===== src/shared/tc8_pkg.sv =====
// Purpose: constants and types shared by the 8-bit timer/counter
// Assumes: one clock, plain control ports
// Notes: mode codes follow the 3-bit waveform mode field
package tc8_pkg;
	localparam logic [7:0] TC8_BOTTOM     = 8'h00;
	localparam logic [7:0] TC8_MAX        = 8'hFF;
	localparam logic [7:0] TC8_RST_BYTE   = 8'h00;
	localparam logic [9:0] TC8_PRE_RST    = 10'h000;
	localparam int         TC8_PRE_W      = 10;
	localparam logic [2:0] TC8_CS_STOP    = 3'h0;
	localparam logic [2:0] TC8_CS_CLK     = 3'h1;
	localparam logic [2:0] TC8_CS_DIV8    = 3'h2;
	localparam logic [2:0] TC8_CS_DIV64   = 3'h3;
	localparam logic [2:0] TC8_CS_DIV256  = 3'h4;
	localparam logic [2:0] TC8_CS_DIV1024 = 3'h5;
	localparam logic [2:0] TC8_CS_EXTFALL = 3'h6;
	localparam logic [2:0] TC8_CS_EXTRISE = 3'h7;

	// Waveform modes
	typedef enum logic [2:0] {
		TC8_M_NORMAL   = 3'b000,
		TC8_M_PC_MAX   = 3'b001,
		TC8_M_CLR_MATCH= 3'b010,
		TC8_M_FAST_MAX = 3'b011,
		TC8_M_RSVD4    = 3'b100,
		TC8_M_PC_OCRA  = 3'b101,
		TC8_M_RSVD6    = 3'b110,
		TC8_M_FAST_OCRA= 3'b111
	} tc8_mode_t;

	// Compare output actions
	localparam logic [1:0] TC8_COM_OFF    = 2'h0;
	localparam logic [1:0] TC8_COM_TOGGLE = 2'h1;
	localparam logic [1:0] TC8_COM_CLEAR  = 2'h2;
	localparam logic [1:0] TC8_COM_SET    = 2'h3;
endpackage


===== src/shared/tc8_tick_if.sv =====
// Purpose: tick carrier between clock select and counter
// Assumes: one clock domain
// Notes: tick is a one-cycle enable
`timescale 1ns/100ps
interface tc8_tick_if;
	logic tick;
	modport src (output tick);
	modport dst (input tick);
endinterface // tc8_tick_if


===== src/logic/tc8_clksel.sv =====
// Purpose: free-running prescaler and clock-source select
// Assumes: external count input synchronous to the clock
// Notes: prescaler never resets except on system reset
`timescale 1ns/100ps
module tc8_clksel
	import tc8_pkg::*;
(
	// Clock and reset
	input  wire logic       i_ref_clk,
	input  wire logic       i_rstn,
	// Control
	input  wire logic [2:0] i_clock_source_select,
	input  wire logic       i_external_count_input,
	// Tick out
	tc8_tick_if.src         tick_o
);
	logic [TC8_PRE_W-1:0] pre;
	logic                 ext_q;
	logic                 ext_qq;
	logic                 next_tick;

	wire rise = ext_q & ~ext_qq;
	wire fall = ~ext_q & ext_qq;
	// Tap fires when its low bits reach all ones, the cycle before they wrap
	wire tap8    = &pre[2:0];
	wire tap64   = &pre[5:0];
	wire tap256  = &pre[7:0];
	wire tap1024 = &pre[9:0];

	always_comb begin
		unique case (i_clock_source_select)
			TC8_CS_STOP:    next_tick = 1'b0;
			TC8_CS_CLK:     next_tick = 1'b1;
			TC8_CS_DIV8:    next_tick = tap8;
			TC8_CS_DIV64:   next_tick = tap64;
			TC8_CS_DIV256:  next_tick = tap256;
			TC8_CS_DIV1024: next_tick = tap1024;
			TC8_CS_EXTFALL: next_tick = fall;
			TC8_CS_EXTRISE: next_tick = rise;
		endcase
	end

	always_ff @(posedge i_ref_clk or negedge i_rstn) begin
		if (!i_rstn) begin
			pre    <= TC8_PRE_RST;
			ext_q  <= 1'b0;
			ext_qq <= 1'b0;
		end else begin
			pre    <= pre + 10'h001;
			ext_q  <= i_external_count_input;
			ext_qq <= ext_q;
		end
	end

	assign tick_o.tick = next_tick;
endmodule // tc8_clksel


===== src/logic/tc8_timer.sv =====
// Purpose: 8-bit timer/counter with two compare units and PWM
// Assumes: software writes arrive as one-cycle strobes with data
// Notes: flags clear on interrupt acknowledge or by writing one
// Notes on behaviour
// Counter and compares are 8-bit registers
// Two compare units, each flag and pin
// Compare against counter every cycle
// Match sets compare flag for interrupt
// Three sources, one flag, one mask register
// Tick from prescaler or external pin
// No clock source keeps counter idle
// Counter counts up or down by mode
// Compare registers are double buffered
// Clear-on-match restarts after compare A
// Phase correct PWM counts up then down
// Waveforms on compare pins, ceiling sets period
// Value 0x00 is the count minimum
// Value 0xFF is the count maximum
// Ceiling is 0xFF or compare A
// Clock select codes 0..7 decoded
// Counter write beats clear and count
// Flag set one tick after match
// Buffer only in PWM modes
// Reset clears counter, compares, flags, masks
// Registers accessible with or without tick
`timescale 1ns/100ps
module tc8_timer
	import tc8_pkg::*;
(
	// Clock and reset
	input  wire logic       i_ref_clk,
	input  wire logic       i_rstn,
	// Clock source and mode
	input  wire logic [2:0] i_clock_source_select,
	input  wire logic [2:0] i_wave_mode,
	input  wire logic [1:0] i_com_a,
	input  wire logic [1:0] i_com_b,
	input  wire logic       i_external_count_input,
	// Counter and compare writes
	input  wire logic       i_counter_wr,
	input  wire logic       i_compare_a_wr,
	input  wire logic       i_compare_b_wr,
	input  wire logic [7:0] i_wdata,
	// Flag and mask register
	input  wire logic       i_flag_wr,
	input  wire logic       i_mask_wr,
	input  wire logic [2:0] i_ovf_ack_a_b,
	// Readback
	output logic      [7:0] o_counter_value,
	output logic      [7:0] o_compare_value_a,
	output logic      [7:0] o_compare_value_b,
	output logic      [2:0] o_timer_flag_register,
	output logic      [2:0] o_timer_mask_register,
	// Pins and interrupts
	output logic            o_compare_output_a,
	output logic            o_compare_output_b,
	output logic            o_irq_overflow,
	output logic            o_irq_compare_a,
	output logic            o_irq_compare_b
);
	// Flag and mask bit order: [2]=B, [1]=A, [0]=overflow
	tc8_tick_if tk ();

	logic [7:0] counter_value;
	logic [7:0] compare_value_a;
	logic [7:0] compare_value_b;
	logic [7:0] buf_a;
	logic [7:0] buf_b;
	logic       count_down;
	logic [2:0] flags;
	logic [2:0] masks;
	logic       block_match;
	logic       match_a_q;
	logic       match_b_q;
	logic       out_a;
	logic       out_b;
	logic [7:0] next_counter;
	logic       next_down;

	tc8_clksel u_clksel (
		.i_ref_clk              (i_ref_clk),
		.i_rstn                 (i_rstn),
		.i_clock_source_select  (i_clock_source_select),
		.i_external_count_input (i_external_count_input),
		.tick_o                 (tk.src)
	);

	function automatic logic [1:0] wave_apply(input logic [1:0] com, input logic cur);
		unique case (com)
			TC8_COM_OFF:    wave_apply = {1'b0, cur};
			TC8_COM_TOGGLE: wave_apply = {1'b1, ~cur};
			TC8_COM_CLEAR:  wave_apply = {1'b1, 1'b0};
			TC8_COM_SET:    wave_apply = {1'b1, 1'b1};
		endcase
	endfunction

	wire tick       = tk.tick;
	wire [2:0] mode = i_wave_mode;
	wire is_pc      = (mode == TC8_M_PC_MAX) | (mode == TC8_M_PC_OCRA);
	wire is_fast    = (mode == TC8_M_FAST_MAX) | (mode == TC8_M_FAST_OCRA);
	wire is_pwm     = is_pc | is_fast;
	wire is_clr     = (mode == TC8_M_CLR_MATCH);
	wire top_ocra   = mode[2] | is_clr;
	wire [7:0] top  = top_ocra ? compare_value_a : TC8_MAX;
	wire at_top     = (counter_value == top);
	wire at_bottom  = (counter_value == TC8_BOTTOM);
	wire at_max     = (counter_value == TC8_MAX);
	wire match_a    = (counter_value == compare_value_a);
	wire match_b    = (counter_value == compare_value_b);
	// Update point: top for fast PWM, bottom for phase correct
	wire buf_load   = tick & (is_fast ? at_top : (is_pc & at_bottom));
	// Overflow: max in normal and clear-on-match, top in fast, bottom in phase correct
	wire ovf_ev     = tick & (is_pc ? at_bottom : (is_clr ? at_max : at_top));
	wire hit_a      = match_a_q & tick & ~block_match;
	wire hit_b      = match_b_q & tick & ~block_match;
	wire [2:0] set_ev = {hit_b, hit_a, ovf_ev};
	wire [2:0] clr_ev = (i_flag_wr ? i_wdata[2:0] : 3'h0) | i_ovf_ack_a_b;
	wire [1:0] wa   = wave_apply(i_com_a, out_a);
	wire [1:0] wb   = wave_apply(i_com_b, out_b);

	always_comb begin
		next_counter = counter_value;
		next_down    = count_down;
		if (tick) begin
			if (is_pc) begin
				if (at_top)
					next_down = 1'b1;
				else if (at_bottom)
					next_down = 1'b0;
				next_counter = (at_top | (count_down & ~at_bottom))
					? counter_value - 8'h01 : counter_value + 8'h01;
			end else if (at_top & (is_clr | is_fast)) begin
				next_counter = TC8_BOTTOM;
				next_down    = 1'b0;
			end else begin
				next_counter = counter_value + 8'h01;
				next_down    = 1'b0;
			end
		end
		if (i_counter_wr)
			next_counter = i_wdata;
	end

	always_ff @(posedge i_ref_clk or negedge i_rstn) begin
		if (!i_rstn) begin
			counter_value <= TC8_RST_BYTE;
			count_down    <= 1'b0;
			block_match   <= 1'b0;
			match_a_q     <= 1'b0;
			match_b_q     <= 1'b0;
		end else begin
			counter_value <= next_counter;
			count_down    <= next_down;
			// Counter write blocks the hit of the following tick, whose latched match the write already cleared
			if (i_counter_wr)
				block_match <= 1'b1;
			else if (tick)
				block_match <= 1'b0;
			if (tick | i_counter_wr) begin
				match_a_q <= match_a & ~i_counter_wr;
				match_b_q <= match_b & ~i_counter_wr;
			end
		end
	end

	always_ff @(posedge i_ref_clk or negedge i_rstn) begin
		if (!i_rstn) begin
			buf_a           <= TC8_RST_BYTE;
			buf_b           <= TC8_RST_BYTE;
			compare_value_a <= TC8_RST_BYTE;
			compare_value_b <= TC8_RST_BYTE;
		end else begin
			if (i_compare_a_wr)
				buf_a <= i_wdata;
			if (i_compare_b_wr)
				buf_b <= i_wdata;
			// Direct write outside PWM avoids a stale buffer
			if (!is_pwm & i_compare_a_wr)
				compare_value_a <= i_wdata;
			else if (buf_load)
				compare_value_a <= buf_a;
			if (!is_pwm & i_compare_b_wr)
				compare_value_b <= i_wdata;
			else if (buf_load)
				compare_value_b <= buf_b;
		end
	end

	always_ff @(posedge i_ref_clk or negedge i_rstn) begin
		if (!i_rstn) begin
			flags <= 3'h0;
			masks <= 3'h0;
		end else begin
			// Set wins over a same-cycle clear
			flags <= (flags & ~clr_ev) | set_ev;
			if (i_mask_wr)
				masks <= i_wdata[2:0];
		end
	end

	always_ff @(posedge i_ref_clk or negedge i_rstn) begin
		if (!i_rstn) begin
			out_a <= 1'b0;
			out_b <= 1'b0;
		end else if (tick) begin
			if (is_pwm) begin
				// Non-inverting on clear code, inverting on set code
				if (i_com_a[1] & match_a)
					out_a <= is_pc ? (i_com_a[0] ^ count_down) : i_com_a[0];
				else if (i_com_a[1] & at_bottom & is_fast)
					out_a <= ~i_com_a[0];
				if (i_com_b[1] & match_b)
					out_b <= is_pc ? (i_com_b[0] ^ count_down) : i_com_b[0];
				else if (i_com_b[1] & at_bottom & is_fast)
					out_b <= ~i_com_b[0];
			end else begin
				if (match_a & wa[1])
					out_a <= wa[0];
				if (match_b & wb[1])
					out_b <= wb[0];
			end
		end
	end

	always_ff @(posedge i_ref_clk or negedge i_rstn) begin
		if (!i_rstn) begin
			o_counter_value       <= TC8_RST_BYTE;
			o_compare_value_a     <= TC8_RST_BYTE;
			o_compare_value_b     <= TC8_RST_BYTE;
			o_timer_flag_register <= 3'h0;
			o_timer_mask_register <= 3'h0;
			o_compare_output_a    <= 1'b0;
			o_compare_output_b    <= 1'b0;
			o_irq_overflow        <= 1'b0;
			o_irq_compare_a       <= 1'b0;
			o_irq_compare_b       <= 1'b0;
		end else begin
			o_counter_value       <= counter_value;
			o_compare_value_a     <= is_pwm ? buf_a : compare_value_a;
			o_compare_value_b     <= is_pwm ? buf_b : compare_value_b;
			o_timer_flag_register <= flags;
			o_timer_mask_register <= masks;
			o_compare_output_a    <= out_a & (i_com_a != TC8_COM_OFF);
			o_compare_output_b    <= out_b & (i_com_b != TC8_COM_OFF);
			o_irq_overflow        <= flags[0] & masks[0];
			o_irq_compare_a       <= flags[1] & masks[1];
			o_irq_compare_b       <= flags[2] & masks[2];
		end
	end
endmodule // tc8_timer


===== config.mk =====
export PLATFORM = sky130hd
export DESIGN_NAME = tc8_timer
export DESIGN_NICKNAME = d
export VERILOG_FILES = /design/src/shared/tc8_pkg.sv /design/src/shared/tc8_tick_if.sv /design/src/logic/tc8_clksel.sv /design/src/logic/tc8_timer.sv
export SDC_FILE = /design/constraint.sdc
export NUM_CORES = 1
export LEC_CHECK = 0
export ABC_AREA = 1
export BUFFER_PORTS_ARGS = -buffer_cell sky130_fd_sc_hd__buf_2
export CAP_MARGIN = 25
export CORE_MARGIN = 2
export CORE_UTILIZATION = 30
export DETAILED_ROUTE_END_ITERATION = 7
export PLACE_DENSITY_LB_ADDON = 0.08
export SETUP_SLACK_MARGIN = 0.15
export SYNTH_ARGS = -nofsm -noshare
export SYNTH_HDL_FRONTEND = slang
export SYNTH_SLANG_ARGS = --single-unit

===== constraint.sdc =====
create_clock -name i_ref_clk -period 1.8 [get_ports i_ref_clk]
set_input_delay 0.09 -clock i_ref_clk [delete_from_list [all_inputs] [get_ports i_ref_clk]]
set_output_delay 0.09 -clock i_ref_clk [all_outputs]
set_load 0.03 [all_outputs]

# Word level (Yosys, flattened, before mapping)
# Index checks and enable logic that the tools add are counted.
totals:
  reg_bits: 99
  in_bits: 29
  out_inout_bits: 35
  elab_cells: 159
op_classes:
  n_addsub: 3
  n_eq_ne: 27
  mux: 34
  n_bitwise: 50
  n_reduce_logical: 19
ops:
  columns: ["operator", "n"]
  rows:
  - ["$mux 8", 12]
  - ["$and 1x1->1", 28]
  - ["$eq 8x8->1", 3]
  - ["$eq 3x3->1 const B", 6]
  - ["$mux 1", 18]
  - ["$pmux 2 s4", 2]
  - ["$reduce_bool 2->1", 7]
  - ["$eq 3x2->1 const B", 4]
  - ["$add 10x1->10 const B", 1]
  - ["$reduce_and 10->1", 1]
  - ["$ne 3x1->1 const B", 3]
  - ["$not 1->1", 9]
  - ["$add 8x1->8 const B", 1]
  - ["$eq 2x2->1 const B", 4]
  - ["$eq 8x8->1 const B", 1]
  - ["$logic_not 8->1", 1]
  - ["$pmux 1 s8", 1]
  - ["$reduce_and 4->1", 2]
  - ["$reduce_and 8->1", 1]
  - ["$sub 8x1->8 const B", 1]
  - ["$or 1x1->1", 7]
  - ["$eq 3x1->1 const B", 2]
  - ["$or 3x3->3", 2]
  - ["$reduce_and 6->1", 1]
  - ["11 further kinds", 15]

# Logic depth before layout (Yosys ltp)
# Gate-level depths: netlist (run 1).
depth:
  word_depth: 9
  ltp_mapped: 15
  ltp_nobuf: 13

# Modules after synthesis
# From an unflattened synthesis (run 1), not the netlist that was laid out.
hier_totals:
  cells_unflattened: 576
  hier_area_um2: 4750.8
by_module_without_submodules:
  columns: ["module", "n_inst", "cells_per_inst", "area_per_inst_um2", "seq_area_each_um2"]
  rows:
  - ["tc8_timer", 1, 517, 4185.3, 2177.1]
  - ["tc8_clksel", 1, 59, 565.5, 300.3]

# Worst setup path before layout (run 1)
# No wires, ideal clock.
synth_path:
  kind: "reg-to-reg"
  startpoint: "register u_clksel.pre[0]"
  endpoint: "register counter_value[6]"
  setup_time_ns: 0.065
  arrival_ns: 1.736
  required_time_ns: 1.735
  path_slack_ns: -0.001
  path_stages_with_launch: 14
  path_buffers: 2
  period_less_slack_ns: 1.801
  cell_sequence: "dfrtp_1 > ha_1 > ha_1 > nand2_1 > inv_1 > o22ai_1 > nand2_1 > o21ai_1 > buf_2 > nand2_2 > buf_4 > o22ai_1 > inv_1 > nand2_1"
synth_between:
  elab_chain_len: 3
  elab_cells_between_ends: 6
  cone_classes: "mux: 1; reduce/logical: 5"
synth_rtl:
  columns: ["item", "line", "rtl"]
  rows:
  - ["start: declaration", "tc8_clksel.sv:17", "logic [TC8_PRE_W-1:0] pre;"]
  - ["start signal: assignment", "tc8_clksel.sv:49", "pre <= pre + 10'h001;"]
  - ["$reduce_and 10->1 (tied with other cells)", "tc8_clksel.sv:28", "wire tap1024 = &pre[9:0];"]
  - ["$pmux 1 s8 (*)", "tc8_clksel.sv:31", "unique case (i_clock_source_select)"]
  - ["$reduce_bool 2->1 (no source line) (*)", null, null]
  - ["end signal: assignment", "tc8_timer.sv:152", "counter_value <= next_counter;"]
  - ["end: declaration", "tc8_timer.sv:64", "logic [7:0] counter_value;"]
# Mark *: on every way between the ends. The rest lies on a longest branch, timed or not.
# A chain may end at the register's enable or synchronous reset.

# Worst setup path after layout (run 1)
layout_path:
  startpoint: "register u_clksel.pre[0]"
  endpoint: "register counter_value[5]"
# The elaborated chain is that of the path after synthesis.

==> impl_metrics.csv, run 1 <==
group,metric,value,unit
outcome,status,"finished with violations",
outcome,violations,"setup timing",
timing,fin_ws,-0.0212,ns
yosys,synth_area_leaders,"dfrtp_1, nand2_1, o21ai_0",
critical_path,cp-end-kind,"flip-flop",
clock_tree,cts_sinks,99,
global_routing,grt_start_max_net_pins,37,
yosys,synth.net_count,602,
global_routing,grt.total_usage,0.173,
yosys,synthXorXnorAreaFrac,0.0429,
drt,drt_first_pass_iters,4,
yosys,synthMuxAreaShare,0,
critical_path,startpoint,"u_clksel.pre[0]",
run,timing.max_cap.violations,0,
critical_path,critPathLaunchType,"flip-flop",
yosys,synth_top_area_cell,"dfrtp_1",
drt,wire_per_inst,14.8,um
drt,viasPerCell,4.51,
clock_tree,h-tree-depth,3,
drt,drc,0,
drt,wirelength,13500,um
yosys,synth_top_cell_area_share,0.527,
critical_path,critical_path_class,"reg2reg",
floorplan,die_h,129,um
timing,skew,0.00547,ns
layout,antenna_cells,0,
power_and_ir_drop,p_leak,3.25,nW
floorplan,initial_core_util,0.308,
clock_tree,cts_tree,"yes",
place,hpwl,9790,um
drt,vias,4128,
floorplan,dieArea,16700,um2
yosys,synthAdderAreaFrac,0.0106,
timing,rsz0062_at_grt,"true",
yosys,synth-edff-count,0,
yosys,synthSimpleGateAreaFrac,0.236,
layout,seq_area,2480,um2
floorplan,row_count,45,
global_routing,grt_pass1_vias,4284,
layout,multi_input_area,2300,um2
floorplan,num_io_pins,64,
critical_path,r2r-end,"counter_value[5]",
min_path,worstHoldStart,"i_wdata[2]",
clock_tree,cts_root_buffer,"clkbuf_16",
drt,drt_iter0_drc,204,
yosys,synth_top_family_by_area,"simple AND/OR/NAND/NOR gates",
place,place.port_buffers,63,
critical_path,crit_arrival,2.06,ns
clock_tree,numCtsBuffers,9,
min_path,min-delay-path-class,"in2reg",
global_routing,antenna_found_initial,0,
yosys,synth_common_cells,"nand2_1, dfrtp_1, inv_1",
drt,drtAntennaViolNets,0,
layout,area_growth,40.0,%
global_routing,grt_pass1_wl,22000,um
yosys,synth-compound-area-share,0.108,
timing,period_share,1.01,
global_routing,grt_overflow,0,
layout,layout-drive-gt1-share,0.341,
clock_tree,clock_latency,0.35,ns
yosys,ys_async_sr_fraction,1.00,
yosys,seq_area_frac_synth,0.527,
clock_tree,clkTransAtPathRegs,0.07,ns
place,gp_congestion,0.856,
yosys,avgSynthCellArea,8.26,um2
layout,final_nets,732,
timing,worstMarginPinSlew,0.935,ns
timing,clock.fmax,549,MHz
power_and_ir_drop,powerDensity,943,nW/um2
critical_path,required,2.04,ns
layout,nFillCells,1579,
critical_path,worstReg2RegStart,"u_clksel.pre[0]",
clock_tree,cts_buffer_depth,2,
timing,min_period,1.82,ns
place,dpl.cell_count,874,
critical_path,r2r_slack,-0.02,ns
layout,stdcell_count,915,
critical_path,crit_path_end,"counter_value[5]",
yosys,synthDistinctLibCells,30,
timing,hold_violations,0,
power_and_ir_drop,vdd_ir_drop_max,0.000529,V
timing,relSlewSlack,0.376,
timing,setup_viol,5,
yosys,ys_seq_elements,99,
yosys,syn_area,4700,um2
critical_path,cp_max_fo,7,
floorplan,fp.dieW,129,um
yosys,synthFlopType,"dfrtp_1",
yosys,synth_cells,569,
yosys,synth_most_common_cell,"nand2_1",
critical_path,ff2ff_path_depth,11,
yosys,yosysWarnings,0,
floorplan,core_area,15300,um2
timing,tns,-0.0675,ns
timing,slew_violations,0,
repair_timing:
action                                  CTS  global route
setup buffers                             9             4
pin swaps                                23            29
gates cloned                              1             1
endpoints found under the hold margin    46             0
hold buffers                             10             0
resized for setup                        60            42
endpoints found under the setup margin   33            33
layer usage:
layer	routed length, um	GRT usage
met2	6790	0.298
met3	474	0.0396
met1	6140	0.220
met4	144	0.0460
met5	0	0
worst min-delay path by stage:
stage	endpoint	slack, ns	cells past startpoint
after global placement	o_irq_compare_b	0.10	1
after floorplan	block_match	-0.21	0
final	buf_b[2]	0.007	3
after CTS	buf_b[2]	0.0005	3
after detailed placement	o_irq_compare_b	0.11	1
after global routing	flags[0]	0.02	4
state kept, by name (all words and copies together), names as in the netlist, 8 cells and up:
register / count
u_clksel.pre: 10
counter_value: 8
o_compare_value_a: 8
o_compare_value_b: 8
o_counter_value: 8
compare_value_a: 8
buf_b: 8
compare_value_b: 8
buf_a: 8
layout by cell type (no fill, tap or decap), drive strengths merged:
cell type    instances
nand4                7
o21a                 1
ha                   4
bufinv               2
clkbuf               9
or2                  1
a21oi               18
clkinv               5
nor2                37
a21o                 1
dlygate4sd3         10
dfrtp               99
inv                 69
o31ai                4
nand3               42
xnor2                6
buf                127
nor3                 4
o211ai               1
o22ai                8
nand2              170
xor2                17
o21ai               61
a21boi               1
stage by stage:
step	hold WS, ns	power [mW]	instance area [um2]	utilization	setup WS, ns
final	0.00666	6.20	6580	0.431	-0.0212
after global placement	0.103	3.98	5630	0.369	-0.223
after detailed placement	0.109	3.98	5630	0.369	-0.173
after floorplan	-0.206	3.43	4750	-	0.111
after global routing	0.0248	6.56	6580	0.431	-0.114
after CTS	0.000532	6.22	6390	0.419	0.0115
power by group:
part / internal [mW] / switching, mW / total (mW) / leakage, nW
clock network: 1.22 / 0.863 / 2.08 / 0.159
logic: 0.575 / 0.919 / 1.49 / 1.88
registers: 2.46 / 0.169 / 2.63 / 1.22
logic make-up after synthesis:
group	after synthesis
compound gates	95
xor+xnor	23
fa+ha+maj	4
buf+inv	89
flops	99
simple gates	259
layout make-up:
type,count,share of cell area
Clock buffer,9,0.0342
Clock inverter,7,0.0141
Inverter,69,0.0401
Multi-Input combinational cell,383,0.350
Tap cell,211,0.0401
Sequential cell,99,0.377
Timing Repair Buffer,137,0.144
worst max-delay path: stages (launching register included):
cell and delay, ns:
dfrtp_1 0.41, ha_4 0.19, ha_4 0.15, nand2_2 0.05, inv_2 0.03, o22ai_2 0.14, nand2_2 0.09, o21ai_4 0.09
buf_6 0.19, nand2_8 0.10, nand4_1 0.18, nand2_1 0.07
Note: power is estimated with default switching activity, not from simulation.
==> inputs of run 2 (changes only) <==
- HOLD_SLACK_MARGIN: default -> 0.03
==> run 2 against run 1 <==
  * The run still ends with setup timing left
  * Register-to-register slack is essentially flat
  * Hold slack gained 0.059 ns
  * Sequential share of layout area shrank 0.40 points
  * Power is essentially flat
  * Non-clock buffer count grew 7
  * Setup slack lost 0.00083 ns
  * Sequential cell count is the same
  * Utilization grew 0.46 points
  * Clock-buffer cell count is the same
  * Clock skew grew 0.0012 ns
  * Sequential power is essentially flat
  * Wire length is essentially flat
  * Critical path type unchanged
  * Critical endpoint is now compare_value_a[5]
  * Highest routed layer unchanged
==> impl_metrics.csv, run 2 (synthesis results as in run 1) <==
group,metric,value,unit
timing,period_share,1.01,
global_routing,grt.total_usage,0.174,
place,hpwl,9790,um
layout,largest-register,"u_clksel.pre",
layout,fin_util,0.436,
layout,largest_register_ffs,10,
outcome,violations,"setup timing",
drt,dr_wl_met3,490,um
floorplan,num_io_pins,64,
layout,final_common_cell,"nand2_1",
global_routing,grt_start_max_net_pins,37,
timing,skew,0.00671,ns
timing,worstMarginPinSlew,0.940,ns
layout,layout_common_cells,"nand2_1, dfrtp_1, buf_2",
drt,m1WireLength,6180,um
outcome,status,"finished with violations",
power_and_ir_drop,p_sw_frac,0.313,
floorplan,dieArea,16700,um2
timing,clock.fmax,549,MHz
drt,highest_layer,"met4",
drt,wire_per_inst,14.7,um
timing,setup_viol,4,
layout,area_growth,41.5,%
drt,drtAntennaViolNets,0,
power_and_ir_drop,netSwitchingPower,1.94,mW
timing,whs,0.0657,ns
critical_path,critical_path_class,"reg2reg",
timing,relSlewSlack,0.373,
power_and_ir_drop,intPower,4.26,mW
critical_path,cp_max_fo,14,
floorplan,fp.dieW,129,um
power_and_ir_drop,vdd_ir_drop_max,0.000519,V
layout,seq_area,2480,um2
critical_path,required,2.07,ns
timing,slew_violations,0,
power_and_ir_drop,seq_power_share,0.424,
global_routing,antenna_found_initial,0,
clock_tree,cts_root_buffer,"clkbuf_16",
floorplan,row_count,45,
power_and_ir_drop,p_comb_frac,0.243,
clock_tree,clock_latency,0.35,ns
layout,antenna_cells,0,
drt,drt_iter0_drc,186,
timing,min_period,1.82,ns
critical_path,crit_arrival,2.09,ns
drt,drc,0,
clock_tree,cts_buffer_depth,2,
floorplan,die_h,129,um
power_and_ir_drop,clock_power_share,0.333,
global_routing,grt_pass1_wl,22200,um
timing,fin_ws,-0.0221,ns
floorplan,initial_core_util,0.308,
place,gp_congestion,0.856,
drt,vias,4113,
power_and_ir_drop,powerDensity,933,nW/um2
global_routing,grt_pass1_vias,4306,
drt,drt_first_pass_iters,4,
clock_tree,numCtsBuffers,9,
floorplan,core_area,15300,um2
timing,tns,-0.0584,ns
min_path,min-delay-path-class,"in2reg",
run,timing.max_cap.violations,0,
clock_tree,cts_tree,"yes",
global_routing,grt_overflow,0,
clock_tree,cts_sinks,99,
place,place.port_buffers,63,
timing,rsz0062_at_grt,"true",
drt,wl_met2,6760,um
critical_path,critPathLaunchType,"flip-flop",
layout,nFillCells,1570,
critical_path,cp-end-kind,"flip-flop",
layout,final_nets,739,
layout,layout-drive-gt1-share,0.338,
drt,viasPerCell,4.46,
timing,hold_violations,0,
layout,multi_input_area,2300,um2
power_and_ir_drop,p_leak,3.28,nW
clock_tree,h-tree-depth,3,
clock_tree,clkTransAtPathRegs,0.07,ns
drt,wirelength,13600,um
==> run 2: cell count changes in the layout (fill, tap and decap cells not counted) <==
cell and delta:
dlygate4sd3_1 +7
==> run 2: worst max-delay path, stage by stage, from the launching register on <==
cell and delay (ns):
dfrtp_2 0.44, inv_2 0.08, nand2_1 0.06, nand2_1 0.06, nor2_2 0.14, nand3_2 0.10, nor2_4 0.21, nand3_4 0.13
nand2_4 0.11, nand2_8 0.11, nand2_8 0.14, nand2_1 0.08, o21ai_1 0.09
==> run 2: metal layers <==
layer / track usage / vias to the layer above
li1: - / 2084
met1: 0.222 / 1965
met2: 0.298 / 58
met3: 0.0400 / 6
met4: 0.0460 / 0
met5: 0 / -
==> run 2: what timing repair did <==
action	4_1_cts	5_1_grt
pin swaps	23	29
hold buffers	17	0
setup endpoints to repair	33	33
resized for setup	60	42
setup buffers	9	4
gates cloned	1	1
hold endpoints to repair	52	0
==> run 2: per-stage QoR <==
step | setup slack (ns) | area (um2) | total power, mW | cells
floorplan | 0.111 | 4750 | 3.43 | 569
global placement | -0.223 | 5630 | 3.98 | 874
detailed placement | -0.173 | 5630 | 3.98 | 874
CTS | 0.0115 | 6460 | 6.23 | 917
global route | -0.114 | 6650 | 6.57 | 922
finish | -0.0221 | 6650 | 6.21 | 922
==> run 2: area by class of cell <==
cell class              count  share of cell area
flip-flops and latches     99               0.373
inverters                  69              0.0397
repair buffers            144               0.153
well taps                 211              0.0397
clock inverters             7              0.0139
multi-input cells         383               0.346
clock buffers               9              0.0339
==> run 2: power by group through the flow <==
stage / Clock (mW) / Sequential (mW) / Combinational (mW)
2_1_floorplan: 0 / 2.80 / 0.626
3_3_place_gp: 0 / 2.66 / 1.32
3_5_place_dp: 0 / 2.66 / 1.32
4_1_cts: 2.15 / 2.63 / 1.46
5_1_grt: 2.23 / 2.66 / 1.67
6_report: 2.07 / 2.63 / 1.51
==> run 2: path summary, 6_finish.rpt <==
kind                                  startpoint                 end  slack, ns  cells after the start
worst max register to register  counter_value[1]  compare_value_a[5]      -0.02                     12
worst min register to register    u_clksel.ext_q     u_clksel.ext_qq       0.38                      0
max in group asynchronous                 i_rstn    counter_value[0]       0.94                      3
worst max-delay path            counter_value[1]  compare_value_a[5]      -0.02                     12
worst min-delay path                   i_flag_wr            flags[0]       0.07                      4
min in group asynchronous                 i_rstn     o_irq_compare_b       0.25                      2
==> inputs of run 3 (changes only) <==
- CORE_ASPECT_RATIO: default -> 1.25
==> run 3 against run 2 <==
  * The run now ends clean
  * Global-route usage up 0.34 points
  * Via count up 1.4%
  * Clock power down 7%
  * Setup slack better by 0.058 ns
  * Register-to-register slack better by 0.06 ns
  * Design area down 2.8%
  * Power down 2.6%
  * Critical path type unchanged
  * Largest power group unchanged
==> impl_metrics.csv, run 3 (synthesis results as in run 1) <==
group,metric,value,unit
place,dpl_worst_slack,-0.0797,ns
timing,relSlewSlack,0.503,
timing,skew,0.0123,ns
global_routing,antenna_found_initial,0,
critical_path,path_cells,"inv_2, ha_2, nand3_2, nor3_4, inv_1, nand2_4, nand2_4, nand2_1, nand4_1, nand2_1",
min_path,holdPathStages,3,
layout,seq_area,2480,um2
clock_tree,cts_buffer_depth,2,
layout,final_common_cell,"nand2_1",
timing,period_share,0.980,
drt,wire_per_inst,15.3,um
drt,wirelength,14000,um
place,dpl.cell_count,875,
place,gp_congestion,0.855,
drt,drc,0,
critical_path,ff2ff_path_depth,10,
clock_tree,numCtsBuffers,9,
layout,fin_util,0.418,
global_routing,grt_pass1_vias,4084,
critical_path,cp_max_fo,7,
min_path,worstHoldStart,"i_wdata[1]",
timing,slew_violations,0,
drt,drt_first_pass_iters,4,
floorplan,die_h,144,um
floorplan,row_count,51,
clock_tree,clock_latency,0.35,ns
timing,setup_viol,0,
critical_path,critPathLaunchType,"flip-flop",
global_routing,grt_pass1_wl,22000,um
power_and_ir_drop,p_leak,3.22,nW
drt,viasPerCell,4.55,
place,place.port_buffers,63,
layout,largest_register_ffs,10,
layout,area_growth,37.5,%
floorplan,num_io_pins,64,
timing,worstMarginPinSlew,0.744,ns
timing,hold_violations,0,
layout,stdcell_count,916,
min_path,min_to,"buf_b[1]",
layout,largest-register,"u_clksel.pre",
timing,rsz0062_at_grt,"true",
clock_tree,clkTransAtPathRegs,0.07,ns
global_routing,grt.total_usage,0.177,
critical_path,cp-end-kind,"flip-flop",
timing,clock.fmax,567,MHz
critical_path,cp_slowest_cell,"dfrtp_2",
layout,final_nets,732,
floorplan,fp.dieW,116,um
layout,layout_common_cells,"nand2_1, dfrtp_1, buf_2",
layout,fin_area,6460,um2
drt,drt_iter0_drc,225,
global_routing,grt_overflow,0,
run,timing.max_cap.violations,0,
timing,min_period,1.76,ns
critical_path,required,2.08,ns
power_and_ir_drop,vdd_ir_drop_max,0.000514,V
clock_tree,cts_root_buffer,"clkbuf_16",
clock_tree,cts_sinks,99,
clock_tree,cts_tree,"yes",
critical_path,r2r_slack,0.04,ns
timing,fin_ws,0.0362,ns
floorplan,core_area,15400,um2
power_and_ir_drop,powerDensity,935,nW/um2
critical_path,crit_path_max_incr_delay,0.46,ns
floorplan,initial_core_util,0.304,
critical_path,critical_path_class,"reg2reg",
outcome,status,"completed",
critical_path,worstReg2RegStart,"counter_value[0]",
floorplan,dieArea,16700,um2
layout,antenna_cells,0,
place,hpwl,10100,um
drt,vias,4171,
place,placedInstanceArea,5640,um2
layout,layout-drive-gt1-share,0.314,
clock_tree,h-tree-depth,3,
global_routing,grt_start_max_net_pins,100,
critical_path,crit_arrival,2.04,ns
drt,drtAntennaViolNets,0,
layout,multi_input_area,2190,um2
layout,nFillCells,1618,
min_path,min-delay-path-class,"in2reg",
critical_path,r2r-end,"counter_value[5]",
==> run 3: critical path, delay by kind of cell (launching register included) <==
kind | cells | cell delay, ns
and+or+nand+nor | 7 | 0.82
DFF | 1 | 0.46
buffers and inverters | 2 | 0.22
adders and majority gates | 1 | 0.19
==> run 3: final cells by class <==
| cell class | count | share of cell area |
|---|---|---|
| timing repair buffer | 137 | 0.150 |
| tap | 212 | 0.0411 |
| multi-input combinational | 383 | 0.339 |
| sequential | 99 | 0.384 |
| clock inverter | 5 | 0.00659 |
| clock buffer | 11 | 0.0391 |
| inverter | 69 | 0.0405 |
==> run 3: timing repair <==
| item | 4_1_cts | 5_1_grt |
|---|---|---|
| setup endpoints to repair | 29 | 33 |
| hold buffers | 13 | 0 |
| gates cloned | 2 | 1 |
| hold endpoints to repair | 114 | 0 |
| setup buffers | 6 | 3 |
| pin swaps | 11 | 16 |
| resized for setup | 39 | 39 |
==> run 3: worst max-delay path by stage <==
stage,endpoint,cells past startpoint,startpoint,slack (ns)
5_1_grt,compare_value_a[3],11,u_clksel.pre[0],-0.09
3_3_place_gp,counter_value[6],8,counter_value[0],-0.07
3_5_place_dp,counter_value[5],11,u_clksel.pre[1],-0.08
2_1_floorplan,compare_value_a[5],13,u_clksel.pre[0],0.11
4_1_cts,compare_value_a[6],12,u_clksel.pre[0],0.009
6_report,counter_value[5],10,counter_value[0],0.04
==> run 3: power breakdown <==
group	leakage [nW]	internal (mW)	switching, mW
sequential	1.21	2.46	0.170
combinational	1.85	0.570	0.923
clock	0.148	1.03	0.884
==> run 3: per-layer routing <==
layer	up-vias	share of wire	GRT usage
met5	-	0	0
met4	0	0.022	0.0677
met3	19	0.037	0.0232
met2	91	0.50	0.299
met1	1981	0.44	0.231
li1	2080	-	-
==> run 3: per-stage QoR <==
stage / TNS, ns / hold WS, ns / power [mW]
after floorplan: 0 / -0.206 / 3.43
after global placement: -0.174 / 0.199 / 4.01
after detailed placement: -0.489 / 0.203 / 4.01
after CTS: 0 / 0.0305 / 6.06
after global routing: -1.48 / 0.0395 / 6.40
final: 0 / 0.0287 / 6.04
